### src/shared/mac_regs_pkg.sv
// Purpose: shared constants and types for the paged MAC register decoder
// Assumes: 8-bit core registers, 16-bit data port, offsets 00h..1Fh
// Notes: offsets are byte offsets on the host bus
package mac_regs_pkg;
  localparam int ADDR_W = 5;
  localparam logic [4:0] OFF_CMD = 5'h00;
  localparam logic [4:0] OFF_PAGED_LO = 5'h01;
  localparam logic [4:0] OFF_PAGED_HI = 5'h0F;
  localparam logic [4:0] OFF_DATA_LO = 5'h10;
  localparam logic [4:0] OFF_DATA_HI = 5'h11;
  localparam logic [4:0] OFF_GAP1 = 5'h12;
  localparam logic [4:0] OFF_GAP2 = 5'h13;
  localparam logic [4:0] OFF_MGMT = 5'h14;
  localparam logic [4:0] OFF_BUFCFG = 5'h15;
  localparam logic [4:0] OFF_FGAP = 5'h16;
  localparam logic [4:0] OFF_DEVSTAT = 5'h17;
  localparam logic [4:0] OFF_MAXLO = 5'h18;
  localparam logic [4:0] OFF_MAXHI = 5'h19;
  localparam logic [4:0] OFF_FLOW = 5'h1A;
  localparam logic [4:0] OFF_MACCFG = 5'h1B;
  localparam logic [4:0] OFF_VLANLO = 5'h1C;
  localparam logic [4:0] OFF_VLANHI = 5'h1D;
  localparam logic [4:0] OFF_BYTEORD = 5'h1E;
  localparam logic [4:0] OFF_RSTWAKE = 5'h1F;
  // page 0 / page 1 offsets inside the banked window
  localparam logic [3:0] P0_FIRST = 4'h1;
  localparam logic [3:0] P0_STOP = 4'h2;
  localparam logic [3:0] P0_BNDRY = 4'h3;
  localparam logic [3:0] P0_TXST = 4'h4;
  localparam logic [3:0] P0_COLL = 4'h5;
  localparam logic [3:0] P0_CURPG = 4'h6;
  localparam logic [3:0] P0_IRQ = 4'h7;
  localparam logic [3:0] P0_XADL = 4'h8;
  localparam logic [3:0] P0_XADH = 4'h9;
  localparam logic [3:0] P0_XCNL = 4'hA;
  localparam logic [3:0] P0_XCNH = 4'hB;
  localparam logic [3:0] P0_RXC = 4'hC;
  localparam logic [3:0] P0_TXC = 4'hD;
  localparam logic [3:0] P0_DCF = 4'hE;
  localparam logic [3:0] P0_MSK = 4'hF;
  localparam logic [3:0] P1_CURPG = 4'h7;
  localparam logic [3:0] P1_MCAST0 = 4'h8;
  // field positions
  localparam int PAGE_HI = 7;
  localparam int PAGE_LO = 6;
  localparam int WIDTH_BIT = 0;
  // reset values and the zero / reserved read constants
  localparam logic [7:0] CMD_RST = 8'h21;
  localparam logic [7:0] BNDRY_RST = 8'h4C;
  localparam logic [7:0] ZERO8 = 8'h00;
  localparam logic [7:0] RSVD_READ = 8'h00;
  typedef enum logic [1:0] {
    PAGE0 = 2'b00,
    PAGE1 = 2'b01,
    PAGE2 = 2'b10,
    PAGE3 = 2'b11
  } page_t;
  // host bus request
  typedef struct packed {
    logic rd;
    logic wr;
    logic [4:0] addr;
    logic [15:0] wdata;
  } host_req_t;
  // status inputs sampled from the MAC core
  typedef struct packed {
    logic [7:0] txStatus;
    logic [7:0] collCount;
    logic [7:0] rxStatus;
    logic [7:0] alignTally;
    logic [7:0] crcTally;
    logic [7:0] lostTally;
    logic [15:0] xferAddrNow;
    logic [7:0] txEndPage;
    logic [7:0] devStatus;
  } core_stat_t;
endpackage

### src/hdl/paged_mac_register_decoder.sv
// Purpose: paged register bank and address decoder of the MAC core
// Assumes: single 10 MHz clock, synchronous active-high reset,
//          host strobes rd/wr are one-cycle pulses synchronous to clock
// Notes: read data registered one cycle after the strobe
`timescale 1ns/1ps
module paged_mac_register_decoder
  import mac_regs_pkg::*;
(
  input wire logic clock,
  input wire logic srst,
  input wire host_req_t hostReq,
  input wire core_stat_t coreStat,
  output logic [15:0] readData,
  output logic readValid,
  output logic [7:0] commandOut,
  output logic wordWidth,
  output logic [47:0] stationAddress,
  output logic [63:0] multicastHash,
  output logic [7:0] rxWritePage,
  output logic softResetPulse,
  output logic hostWakePulse,
  output logic dataPortWr,
  output logic dataPortRd
);

  typedef struct packed {
    logic [7:0] command;
    logic [7:0] rxFirst;
    logic [7:0] rxEnd;
    logic [7:0] boundary;
    logic [7:0] txPageStart;
    logic [15:0] txLength;
    logic [7:0] irqStatus;
    logic [15:0] xferStart;
    logic [15:0] xferCount;
    logic [7:0] rxCfg;
    logic [7:0] txCfg;
    logic [7:0] dataCfg;
    logic [7:0] irqMask;
    logic [47:0] station;
    logic [63:0] mcast;
    logic [7:0] curPage;
    logic [7:0] gap1;
    logic [7:0] gap2;
    logic [7:0] mgmt;
    logic [7:0] bufCfg;
    logic [7:0] frameGap;
    logic [7:0] jamLimit;
    logic [11:0] maxFrame;
    logic [7:0] flowCtl;
    logic [7:0] macCfg;
    logic [15:0] vlan;
    logic [7:0] byteOrder;
    logic [15:0] rdata;
    logic rvalid;
    logic swReset;
    logic wake;
    logic dataWr;
    logic dataRd;
  } state_t;

  state_t state_reg;
  state_t state_next;
  page_t page;
  logic [3:0] lo;
  logic [7:0] wb;
  logic inBank;

  assign page = page_t'(state_reg.command[PAGE_HI:PAGE_LO]);
  assign lo = hostReq.addr[3:0];
  assign wb = hostReq.wdata[7:0];
  // banked window is 01h..0Fh; 00h and 10h up skip the page
  assign inBank = (hostReq.addr >= OFF_PAGED_LO) &&
    (hostReq.addr <= OFF_PAGED_HI);

  // next-state: write decode then read mux
  always_comb begin
    state_next = state_reg;
    state_next.rvalid = 1'b0;
    state_next.swReset = 1'b0;
    state_next.wake = 1'b0;
    state_next.dataWr = 1'b0;
    state_next.dataRd = 1'b0;
    if (hostReq.wr) begin
      if (hostReq.addr == OFF_CMD) begin
        state_next.command = wb;
      end else if (inBank) begin
        case (page)
          PAGE0: begin
            case (lo)
              P0_FIRST: state_next.rxFirst = wb;
              P0_STOP: state_next.rxEnd = wb;
              P0_BNDRY: state_next.boundary = wb;
              P0_TXST: state_next.txPageStart = wb;
              P0_COLL: state_next.txLength[7:0] = wb;
              P0_CURPG: state_next.txLength[15:8] = wb;
              P0_IRQ: state_next.irqStatus = wb;
              P0_XADL: state_next.xferStart[7:0] = wb;
              P0_XADH: state_next.xferStart[15:8] = wb;
              P0_XCNL: state_next.xferCount[7:0] = wb;
              P0_XCNH: state_next.xferCount[15:8] = wb;
              P0_RXC: state_next.rxCfg = wb;
              P0_TXC: state_next.txCfg = wb;
              P0_DCF: state_next.dataCfg = wb;
              P0_MSK: state_next.irqMask = wb;
              default: state_next.command = state_reg.command;
            endcase
          end
          PAGE1: begin
            if (lo == P1_CURPG) begin
              state_next.curPage = wb;
            end else if (lo < P1_CURPG) begin
              // station bytes 0..5 at 01h..06h
              state_next.station[(lo - 4'd1) * 8 +: 8] = wb;
            end else begin
              state_next.mcast[(lo - P1_MCAST0) * 8 +: 8] = wb;
            end
          end
          default: state_next.command = state_reg.command; // pages 2/3 open
        endcase
      end else begin
        case (hostReq.addr)
          OFF_DATA_LO: state_next.dataWr = 1'b1;
          OFF_DATA_HI: state_next.dataWr = 1'b1;
          OFF_GAP1: state_next.gap1 = wb;
          OFF_GAP2: state_next.gap2 = wb;
          OFF_MGMT: state_next.mgmt = wb;
          OFF_BUFCFG: state_next.bufCfg = wb;
          OFF_FGAP: state_next.frameGap = wb;
          OFF_DEVSTAT: state_next.jamLimit = wb;
          OFF_MAXLO: state_next.maxFrame[7:0] = wb;
          OFF_MAXHI: state_next.maxFrame[11:8] = wb[3:0];
          OFF_FLOW: state_next.flowCtl = wb;
          OFF_MACCFG: state_next.macCfg = wb;
          OFF_VLANLO: state_next.vlan[7:0] = wb;
          OFF_VLANHI: state_next.vlan[15:8] = wb;
          OFF_BYTEORD: state_next.byteOrder = wb;
          OFF_RSTWAKE: state_next.wake = 1'b1;
          default: state_next.wake = 1'b0;
        endcase
      end
    end
    // read mux; reserved and pages 2/3 read as zero
    if (hostReq.rd) begin
      state_next.rvalid = 1'b1;
      state_next.rdata = {8'h00, RSVD_READ};
      if (hostReq.addr == OFF_CMD) begin
        state_next.rdata[7:0] = state_reg.command;
      end else if (inBank) begin
        case (page)
          PAGE0: begin
            case (lo)
              P0_FIRST: state_next.rdata[7:0] = state_reg.rxFirst;
              P0_STOP: state_next.rdata[7:0] = state_reg.rxEnd;
              P0_BNDRY: state_next.rdata[7:0] = state_reg.boundary;
              P0_TXST: state_next.rdata[7:0] = coreStat.txStatus;
              P0_COLL: state_next.rdata[7:0] = coreStat.collCount;
              P0_CURPG: state_next.rdata[7:0] = state_reg.curPage;
              P0_IRQ: state_next.rdata[7:0] = state_reg.irqStatus;
              P0_XADL: state_next.rdata[7:0] = coreStat.xferAddrNow[7:0];
              P0_XADH: state_next.rdata[7:0] = coreStat.xferAddrNow[15:8];
              P0_RXC: state_next.rdata[7:0] = coreStat.rxStatus;
              P0_TXC: state_next.rdata[7:0] = coreStat.alignTally;
              P0_DCF: state_next.rdata[7:0] = coreStat.crcTally;
              P0_MSK: state_next.rdata[7:0] = coreStat.lostTally;
              default: state_next.rdata[7:0] = RSVD_READ;
            endcase
          end
          PAGE1: begin
            if (lo == P1_CURPG) begin
              state_next.rdata[7:0] = state_reg.curPage;
            end else if (lo < P1_CURPG) begin
              state_next.rdata[7:0] =
                state_reg.station[(lo - 4'd1) * 8 +: 8];
            end else begin
              state_next.rdata[7:0] =
                state_reg.mcast[(lo - P1_MCAST0) * 8 +: 8];
            end
          end
          default: state_next.rdata[7:0] = RSVD_READ;
        endcase
      end else begin
        case (hostReq.addr)
          OFF_DATA_LO, OFF_DATA_HI: state_next.dataRd = 1'b1;
          OFF_GAP1: state_next.rdata[7:0] = state_reg.gap1;
          OFF_GAP2: state_next.rdata[7:0] = state_reg.gap2;
          OFF_MGMT: state_next.rdata[7:0] = state_reg.mgmt;
          OFF_BUFCFG: state_next.rdata[7:0] = state_reg.bufCfg;
          OFF_FGAP: state_next.rdata[7:0] = state_reg.frameGap;
          OFF_DEVSTAT: state_next.rdata[7:0] = coreStat.devStatus;
          OFF_MAXLO: state_next.rdata[7:0] = state_reg.maxFrame[7:0];
          OFF_MAXHI: state_next.rdata[7:0] =
            {4'h0, state_reg.maxFrame[11:8]};
          OFF_FLOW: state_next.rdata[7:0] = state_reg.flowCtl;
          OFF_MACCFG: state_next.rdata[7:0] = state_reg.macCfg;
          OFF_VLANLO: state_next.rdata[7:0] = coreStat.txEndPage;
          OFF_RSTWAKE: state_next.swReset = 1'b1;
          default: state_next.rdata[7:0] = RSVD_READ;
        endcase
      end
    end
  end

  // single register stage; reset values per register
  always_ff @(posedge clock) begin
    if (srst) begin
      state_reg <= '0;
      state_reg.command <= CMD_RST;
      state_reg.boundary <= BNDRY_RST;
    end else begin
      state_reg <= state_next;
    end
  end

  assign readData = state_reg.rdata;
  assign readValid = state_reg.rvalid;
  assign commandOut = state_reg.command;
  assign wordWidth = state_reg.dataCfg[WIDTH_BIT];
  assign stationAddress = state_reg.station;
  assign multicastHash = state_reg.mcast;
  assign rxWritePage = state_reg.curPage;
  assign softResetPulse = state_reg.swReset;
  assign hostWakePulse = state_reg.wake;
  assign dataPortWr = state_reg.dataWr;
  assign dataPortRd = state_reg.dataRd;

  // read side: every answer is one byte wide, upper lane zero, valid pulse
  read_byte_a: assert property (@(posedge clock) disable iff (srst)
    hostReq.rd |=> readValid && readData[15:8] == 8'h00)
    else $error("read not valid or upper byte set");
  // command register is reachable on every page and holds between writes
  page_sel_a: assert property (@(posedge clock) disable iff (srst)
    hostReq.wr && hostReq.addr == OFF_CMD |=>
      commandOut[PAGE_HI:PAGE_LO] == $past(hostReq.wdata[PAGE_HI:PAGE_LO]))
    else $error("page select not loaded");
  cmd_hold_a: assert property (@(posedge clock) disable iff (srst)
    !(hostReq.wr && hostReq.addr == OFF_CMD) |=> $stable(commandOut))
    else $error("command changed without a write");
  // page 0: status on the read side, written registers hidden except at 01h..03h and 07h
  bank_p0_a: assert property (@(posedge clock) disable iff (srst)
    hostReq.rd && hostReq.addr == {1'b0, P0_TXST} && page == PAGE0 |=>
      readValid && readData[7:0] == $past(coreStat.txStatus))
    else $error("tx status read wrong");
  coll_read_a: assert property (@(posedge clock) disable iff (srst)
    hostReq.rd && hostReq.addr == {1'b0, P0_COLL} && page == PAGE0 |=>
      readData[7:0] == $past(coreStat.collCount))
    else $error("collision count read wrong");
  xfer_addr_a: assert property (@(posedge clock) disable iff (srst)
    hostReq.rd && hostReq.addr == {1'b0, P0_XADH} && page == PAGE0 |=>
      readData[7:0] == $past(coreStat.xferAddrNow[15:8]))
    else $error("transfer address high read wrong");
  p0_reserved_a: assert property (@(posedge clock) disable iff (srst)
    hostReq.rd && page == PAGE0 && (hostReq.addr == {1'b0, P0_XCNL} ||
      hostReq.addr == {1'b0, P0_XCNH}) |=> readData == 16'h0000)
    else $error("byte count offset read not reserved");
  lost_tally_a: assert property (@(posedge clock) disable iff (srst)
    hostReq.rd && hostReq.addr == {1'b0, P0_MSK} && page == PAGE0 |=>
      readData[7:0] == $past(coreStat.lostTally))
    else $error("lost frame tally read wrong");
  word_width_a: assert property (@(posedge clock) disable iff (srst)
    hostReq.wr && hostReq.addr == {1'b0, P0_DCF} && page == PAGE0 |=>
      wordWidth == $past(hostReq.wdata[WIDTH_BIT]))
    else $error("word width not loaded");
  // page 1: station bytes, filter bytes and the writable current page; page 2 reads zero
  bank_p1_a: assert property (@(posedge clock) disable iff (srst)
    hostReq.wr && hostReq.addr == {1'b0, P1_CURPG} && page == PAGE1 |=>
      rxWritePage == $past(hostReq.wdata[7:0]))
    else $error("page 1 current page write lost");
  station_byte_a: assert property (@(posedge clock) disable iff (srst)
    hostReq.wr && hostReq.addr == OFF_PAGED_LO && page == PAGE1 |=>
      stationAddress[7:0] == $past(hostReq.wdata[7:0]))
    else $error("station byte 0 lost");
  mcast_byte_a: assert property (@(posedge clock) disable iff (srst)
    hostReq.wr && hostReq.addr == {1'b0, P1_MCAST0} && page == PAGE1 |=>
      multicastHash[7:0] == $past(hostReq.wdata[7:0]))
    else $error("filter byte 0 lost");
  page2_read_a: assert property (@(posedge clock) disable iff (srst)
    hostReq.rd && inBank && page == PAGE2 |=> readData == 16'h0000)
    else $error("page 2 read not zero");
  // upper block decodes the same whatever page is selected
  dev_status_a: assert property (@(posedge clock) disable iff (srst)
    hostReq.rd && hostReq.addr == OFF_DEVSTAT |=>
      readData[7:0] == $past(coreStat.devStatus))
    else $error("device status read wrong");
  tx_end_page_a: assert property (@(posedge clock) disable iff (srst)
    hostReq.rd && hostReq.addr == OFF_VLANLO |=>
      readData[7:0] == $past(coreStat.txEndPage))
    else $error("tx end page read wrong");
  rsvd_read_a: assert property (@(posedge clock) disable iff (srst)
    hostReq.rd && hostReq.addr == OFF_VLANHI |=> readData == 16'h0000)
    else $error("reserved read not zero");
  byte_order_a: assert property (@(posedge clock) disable iff (srst)
    hostReq.rd && hostReq.addr == OFF_BYTEORD |=> readData == 16'h0000)
    else $error("byte order read not reserved");
  max_frame_a: assert property (@(posedge clock) disable iff (srst)
    hostReq.wr && hostReq.addr == OFF_MAXHI ##1 !hostReq.wr ##1
      hostReq.rd && hostReq.addr == OFF_MAXHI |=>
      readData[7:0] == {4'h0, $past(hostReq.wdata[3:0], 3)})
    else $error("max frame high mismatch");
  data_port_a: assert property (@(posedge clock) disable iff (srst)
    hostReq.rd && (hostReq.addr == OFF_DATA_LO ||
      hostReq.addr == OFF_DATA_HI) |=> dataPortRd && readData == 16'h0000)
    else $error("data port read pulse wrong");
  // strobes on the reset/wake offset give exactly one-cycle pulses
  soft_rst_a: assert property (@(posedge clock) disable iff (srst)
    hostReq.rd && hostReq.addr == OFF_RSTWAKE |=> softResetPulse ##1
      (!softResetPulse || $past(hostReq.rd && hostReq.addr == OFF_RSTWAKE)))
    else $error("soft reset pulse wrong");
  wake_pulse_a: assert property (@(posedge clock) disable iff (srst)
    hostWakePulse |-> $past(hostReq.wr) &&
      $past(hostReq.addr) == OFF_RSTWAKE)
    else $error("wake without write");
  // main scenarios: banked pages, data port and the two pulses
  cov_p1_c: cover property (@(posedge clock)
    hostReq.wr && page == PAGE1 && inBank);
  cov_p2_c: cover property (@(posedge clock)
    hostReq.rd && page == PAGE2 && inBank);
  cov_data_c: cover property (@(posedge clock) dataPortRd);
  cov_sr_c: cover property (@(posedge clock) softResetPulse);
  cov_wake_c: cover property (@(posedge clock) hostWakePulse);
endmodule

### config.mk
export PLATFORM = sky130hd
export DESIGN_NAME = paged_mac_register_decoder
export DESIGN_NICKNAME = d
export VERILOG_FILES = /design/src/shared/mac_regs_pkg.sv /design/src/hdl/paged_mac_register_decoder.sv
export SDC_FILE = /design/constraint.sdc
export NUM_CORES = 1
export LEC_CHECK = 0
export ABC_AREA = 1
export BUFFER_PORTS_ARGS = -buffer_cell sky130_fd_sc_hd__buf_4
export CAP_MARGIN = 0
export CORE_MARGIN = 2
export CORE_UTILIZATION = 55
export CTS_BUF_LIST = sky130_fd_sc_hd__clkbuf_8
export DETAILED_ROUTE_END_ITERATION = 10
export HOLD_SLACK_MARGIN = 0.05
export PLACE_DENSITY = 0.79
export SYNTH_ARGS = -nofsm -noshare
export SYNTH_HDL_FRONTEND = slang
export SYNTH_SLANG_ARGS = --single-unit
export TNS_END_PERCENT = 1
### constraint.sdc
create_clock -name clock -period 5 [get_ports clock]
set_input_delay 0.5 -clock clock [delete_from_list [all_inputs] [get_ports clock]]
set_output_delay 0.5 -clock clock [all_outputs]
set_load 0.01 [all_outputs]
## Yosys cells after proc, flatten, opt, wreduce, memory -nomap -nowiden

Cells that the tools add are included.
Widths: inputs -> output; s select.

- Equality and inequality tests: 28
- Multiplexer cells: 15
- Reduce and logical (&&, ||, !) cells: 24
- Magnitude comparators: 3
- $add $sub $neg: 4
- Bitwise logic cells: 6
- Multipliers: 0
- Shift operators: 6
- Div/mod/pow operators: 0

Operator list:

| cell | number |
|---|---|
| $pmux 8 s13 | 1 |
| $pmux 8 s11 | 1 |
| $eq 5x5->1 const B | 14 |
| $neg 32->34 | 2 |
| $bwmux 64 | 1 |
| $shift 8x34->64 const A | 1 |
| $shiftx 64x33->8 | 1 |
| $shiftx 8x34->64 | 1 |
| $bwmux 48 | 1 |
| $shift 8x34->48 const A | 1 |
| $shiftx 48x33->8 | 1 |
| $shiftx 8x34->48 | 1 |
| $mux 8 | 5 |
| $reduce_and 4->1 | 9 |
| $reduce_and 5->1 | 6 |
| $eq 4x4->1 const B | 6 |
| $eq 4x3->1 const B | 4 |
| $pmux 8 s2 | 1 |
| $reduce_and 6->1 | 2 |
| $eq 4x2->1 const B | 2 |
| $reduce_or 4->1 | 2 |
| $not 1->1 | 6 |
| $ge 5x1->1 const B | 1 |
| $le 5x4->1 const B | 1 |
| 12 further kinds | 15 |

- ROM bits: 0
- Memories: 0
- Output and inout bits: 150
- RAM bits: 0
- Flip-flop bits (word level): 249
- Bits in latches: 0
- Logic and storage cells: 110

## Depth between registers and ports, before layout

- Depth after elaboration: 7
- Gate-level depth with buffers: 27
- Depth with buffers taken out: 21

## Least setup slack after synthesis

No wires, ideal clock.

- Path kind: input to register
- From: in hostReq[16] (netlist bit)
- To: reg state_reg (netlist bit stationAddress[47])
- Arrival: 3985 ps
- Slack: 902 ps
- Setup time: 113 ps
- Path buffers: 7
- Stages: 24
- Cell sequence: buf_2 -> inv_2 -> clkbuf_1 -> clkbuf_1 -> ha_1 -> buf_2 -> inv_2 -> nand2_2 -> nand2_4 -> inv_2 -> clkbuf_1 -> clkbuf_1 -> nand3_1 -> ha_1 -> nor2_1 -> nand3_1 -> nand3b_1 -> nand2_1 -> nand3_1 -> nor2_2 -> nand3_2 -> buf_6 -> o21ai_1 -> nor2_1

- Cells in the longest elaborated chain, start to end: 4
- Elaborated cells on any way between the ends: 14
- Those cells by class: add/sub (2); order compare (3); eq/ne (1); shift (2); mux (1); bitwise (2); reduce/logical (3)

Ends and longest elaborated chain:

| element | line | text |
|---|---|---|
| from (decl) | paged_mac_register_decoder.sv:11 | `input wire host_req_t hostReq,` |
| $sub 4x1->5 | paged_mac_register_decoder.sv:114 | `state_next.station[(lo - 4'd1) * 8 +: 8] = wb;` |
| $neg 32->34 | paged_mac_register_decoder.sv:114 |  |
| $shiftx 8x34->48 or $shift 8x34->48 (tied branches) | paged_mac_register_decoder.sv:114 |  |
| $bwmux 48 | paged_mac_register_decoder.sv:114 |  |
| to (signal assigned) | paged_mac_register_decoder.sv:211 | `state_reg <= state_next;` |
| to (decl) | paged_mac_register_decoder.sv:62 | `state_t state_reg;` |

Several ways; a longest one is shown, not always the timed one.
A chain may end at the register's enable or synchronous reset.

## Final worst setup path

- From: in hostReq[17] (netlist bit)
- To: reg state_reg (netlist bit stationAddress[47])

Same word-level chain as after synthesis.

==> qor_table.md <==
| Result | Value | Unit |
|:---|:---|:---|
| DR vias | 14400 | - |
| Clock root buffer | clkbuf_8 | - |
| Final setup violating endpoints | 0 | - |
| Die area | 27000 | um^2 |
| Total leakage power | 7.21 | nW |
| Number of antenna violations at the first check in global routing | 2 | - |
| Clock sink count | 242 | - |
| Overall power | 4.30 | mW |
| Grt ovf | 0 | - |
| Setup repair bufs after CTS | 0 | - |
| Drt via density | 5.55 | - |
| Clock latency at the later pin of the worst-skew pair | 0.57 | ns |
| Max FFs per register | 100 | - |
| Final routed wire length divided by cell count | 18.0 | um |
| Vias in the first global route | 13100 | - |
| Max FO, Critical Path | 23 | - |
| Nets@finish | 2362 | - |
| Share of the clock period used by the worst path | 71.6 | % |
| Total number of placement rows | 58 | - |
| Largest vdd supply drop | 0.000191 | V |
| Post-synthesis cell type count | 45 | - |
| Setup Total Neg Slack | 0 | ns |
| Met3 routed wirelength | 5000 | um |
| Routed wire length on met2 | 20900 | um |
| GR Util All Layers | 33.6 | % |
| Remaining max-slew budget at the tightest pin | 21.5 | % |
| Max-capacitance violation count | 0 | - |
| Pin count of the biggest net entering global routing | 131 | - |
| Post-Synthesis Cell Area | 14200 | um^2 |
| Drt total wl | 46900 | um |
| Crit path capture type | register | - |
| Register area share after synthesis | 34.2 | % |
| Fmax | 279 | MHz |
| Final weighted congestion in routability-driven placement | 0.987 | - |
| TritonCTS clock tree | built | - |
| Synthesis-to-layout area growth | 11.3 | % |
| Number of slew-limit violations in the final report | 0 | - |
| Final hold viol count | 0 | - |
| Boundary pin count | 255 | - |
| Height of the die | 164 | um |
| Number of gates resized after CTS | 0 | - |
| DRC violation count after routing | 0 | - |
| Worst Setup Path Type | in2reg | - |
| Number of detailed-routing iterations run before antenna repair | 6 | - |
| Slew at the pin with the worst max-slew slack | 1.18 | ns |
| Number of levels the H-tree was split into | 2 | - |
| Core footprint | 25300 | um^2 |
| Count of buffers inserted at the top-level ports | 238 | - |
| Longest Clk Path Bufs | 3 | - |
| Clock buffers created by TritonCTS | 42 | - |
| Die width | 164 | um |
| Run status | complete, no violations | - |
| Layout Skew | 0.0225 | ns |
| Synthesis warning total | 0 | - |
| Synthesized netlist cell count | 2189 | - |
| Unrepaired setup endpoints after global routing | no | - |
| Arrival time worst endpoint | 4.04 | ns |
| Detailed Route Iter0 Violations | 1624 | - |
| DP Wirelength | 33400 | um |
| Time the final worst path needs with I/O delays and setup | 3.58 | ns |
| Ratio of cells with drive above 1 in the final layout | 16.7 | % |
| Final ANT Viol Nets | 0 | - |
| Required arrival time at the worst endpoint | 5.46 | ns |
| Routed met1 length | 19400 | um |
| Yosys reg bits | 242 | - |
| Most frequently used flop master after synthesis | dfxtp_1 | - |
| Top routing layer used | met4 | - |
| Count of flip-flops with a built-in enable after synthesis | 0 | - |
| Post-Syn Area per Cell | 6.47 | um^2 |
| Global-route wire length before repair | 70600 | um |
| Worst hold-check path type | in2reg | - |
| Share of synthesized registers carrying an async set or reset | 0 | % |
| Power per cell area | 273 | nW/um^2 |
| Critical Path Start Type | input port | - |
| Starting Density | 56.0 | % |
| Clock slew at the register clock pins of the worst setup and hold paths | 0.07 | ns |
| Hold buffer count at cts | 0 | - |
-- synthesized netlist by cell type (4+ instances only) --
library cell,count,area share (%)
o211ai_1,17,0.90
buf_2,19,0.67
a21oi_1,173,6.1
nand2_2,10,0.44
nand3_2,5,0.35
a211oi_1,10,0.53
inv_1,179,4.7
nor2_2,5,0.22
nand3_1,137,4.8
ha_1,19,1.7
nand4_1,10,0.44
o21ai_1,6,0.21
nand2_4,5,0.40
nand2_1,504,13
clkbuf_1,73,1.9
dfxtp_1,242,34
nor3b_1,4,0.21
o22ai_1,8,0.35
buf_6,7,0.56
buf_1,5,0.13
nand3_4,5,0.62
o21ai_0,172,6.1
nor3_1,45,1.6
clkinv_1,5,0.13
nor2_1,336,8.9
inv_2,9,0.24
buf_4,147,7.8
nor2_4,7,0.56
-- path summary, 6_finish.rpt --
path	startpoint	end	slack, ns	depth (start not counted)
max	hostReq[17]	stationAddress[47]	1.42	18
min	hostReq[20]	softResetPulse	0.29	3
max reg2reg	commandOut[6]	multicastHash[55]	2.58	8
min reg2reg	state_reg[342]	state_reg[342]	0.45	2
-- through the flow --
stage          cell area (um^2)  setup slack (ns)  hold WS (ns)  instances  util [%]
6_report                  15800              1.42         0.289       2599      62.4
5_1_grt                   15800              1.16         0.282       2598      62.4
4_1_cts                   15800              1.50         0.274       2597      62.4
3_5_place_dp              14900             0.917         0.441       2524      59.0
3_3_place_gp              14900             0.993         0.433       2524      59.0
2_1_floorplan             14200             0.902         0.424       2196         -
-- final cells by class --
cell class / instances / area, um^2
Sequential cell: 242 / 4840
Multi-Input combinational cell: 1505 / 7010
Timing Repair Buffer: 250 / 1880
Fill cell: 2437 / 9500
Inverter: 197 / 749
Clock buffer: 56 / 771
Clock inverter: 17 / 85.1
Antenna cell: 2 / 5.00
Tap cell: 330 / 413
-- critical path, cell delays in order --
cell and delay [ns]:
buf_4 0.28, inv_1 0.11, ha_1 0.28, buf_4 0.26, nand2_1 0.09, buf_4 0.23, inv_1 0.40, nand3_2 0.17
ha_1 0.33, nand2_1 0.05, nor3_1 0.18, nand3_1 0.10, nand2_1 0.13, nand3_1 0.15, nor2_2 0.18, nand3_2 0.28
o21ai_1 0.25, nor2_1 0.06
-- cells in the final DEF, fill, tap and decap left out, types with 5 or more instances in the layout --
cell type / netlist / routed
inv_2: 9 / 9
o21ai_0: 172 / 172
nor2_1: 336 / 336
dfxtp_1: 242 / 242
o22ai_1: 8 / 8
a21oi_1: 173 / 173
conb_1: 1 / 8
clkinv_1: 5 / 5
nand2_1: 504 / 504
ha_1: 19 / 19
nor3_1: 45 / 45
nor2_2: 5 / 5
buf_4: 147 / 250
nand2_2: 10 / 10
a211oi_1: 10 / 10
o211ai_1: 17 / 17
nand3_2: 5 / 5
o21ai_1: 6 / 6
nand3_1: 137 / 137
nor2_4: 7 / 7
nand3_4: 5 / 5
inv_1: 179 / 185
clkbuf_8: 0 / 56
clkinv_2: 2 / 9
nand4_1: 10 / 10
nand2_4: 5 / 5
-- power breakdown --
group	total [mW]	switching (mW)	leakage, nW	internal, mW
logic	0.510	0.359	4.79	0.151
clock network	1.84	0.841	0.472	1.00
registers	1.95	0.00639	1.95	1.94
-- logic make-up (layout without fill, tap and decap cells) --
group	after synthesis	after routing	share of synthesized area (%)
buffers and inverters	449	520	16.4
adder cells (fa/ha/maj)	19	19	1.68
AND/OR/NAND/NOR	1085	1085	32.9
AO/OA/AOI/OAI	392	392	14.6
XOR/XNOR	1	1	0.195
flip-flops	242	242	34.2
other	1	10	0.0265
-- routing by layer --
metal  global-route usage (%)  vias to the layer above
met4                     13.4                        0
met3                     7.99                      109
met5                        0                        -
li1                         -                     6953
met2                     51.6                      802
met1                     45.4                     6551
(Power assumes the default switching activity.)
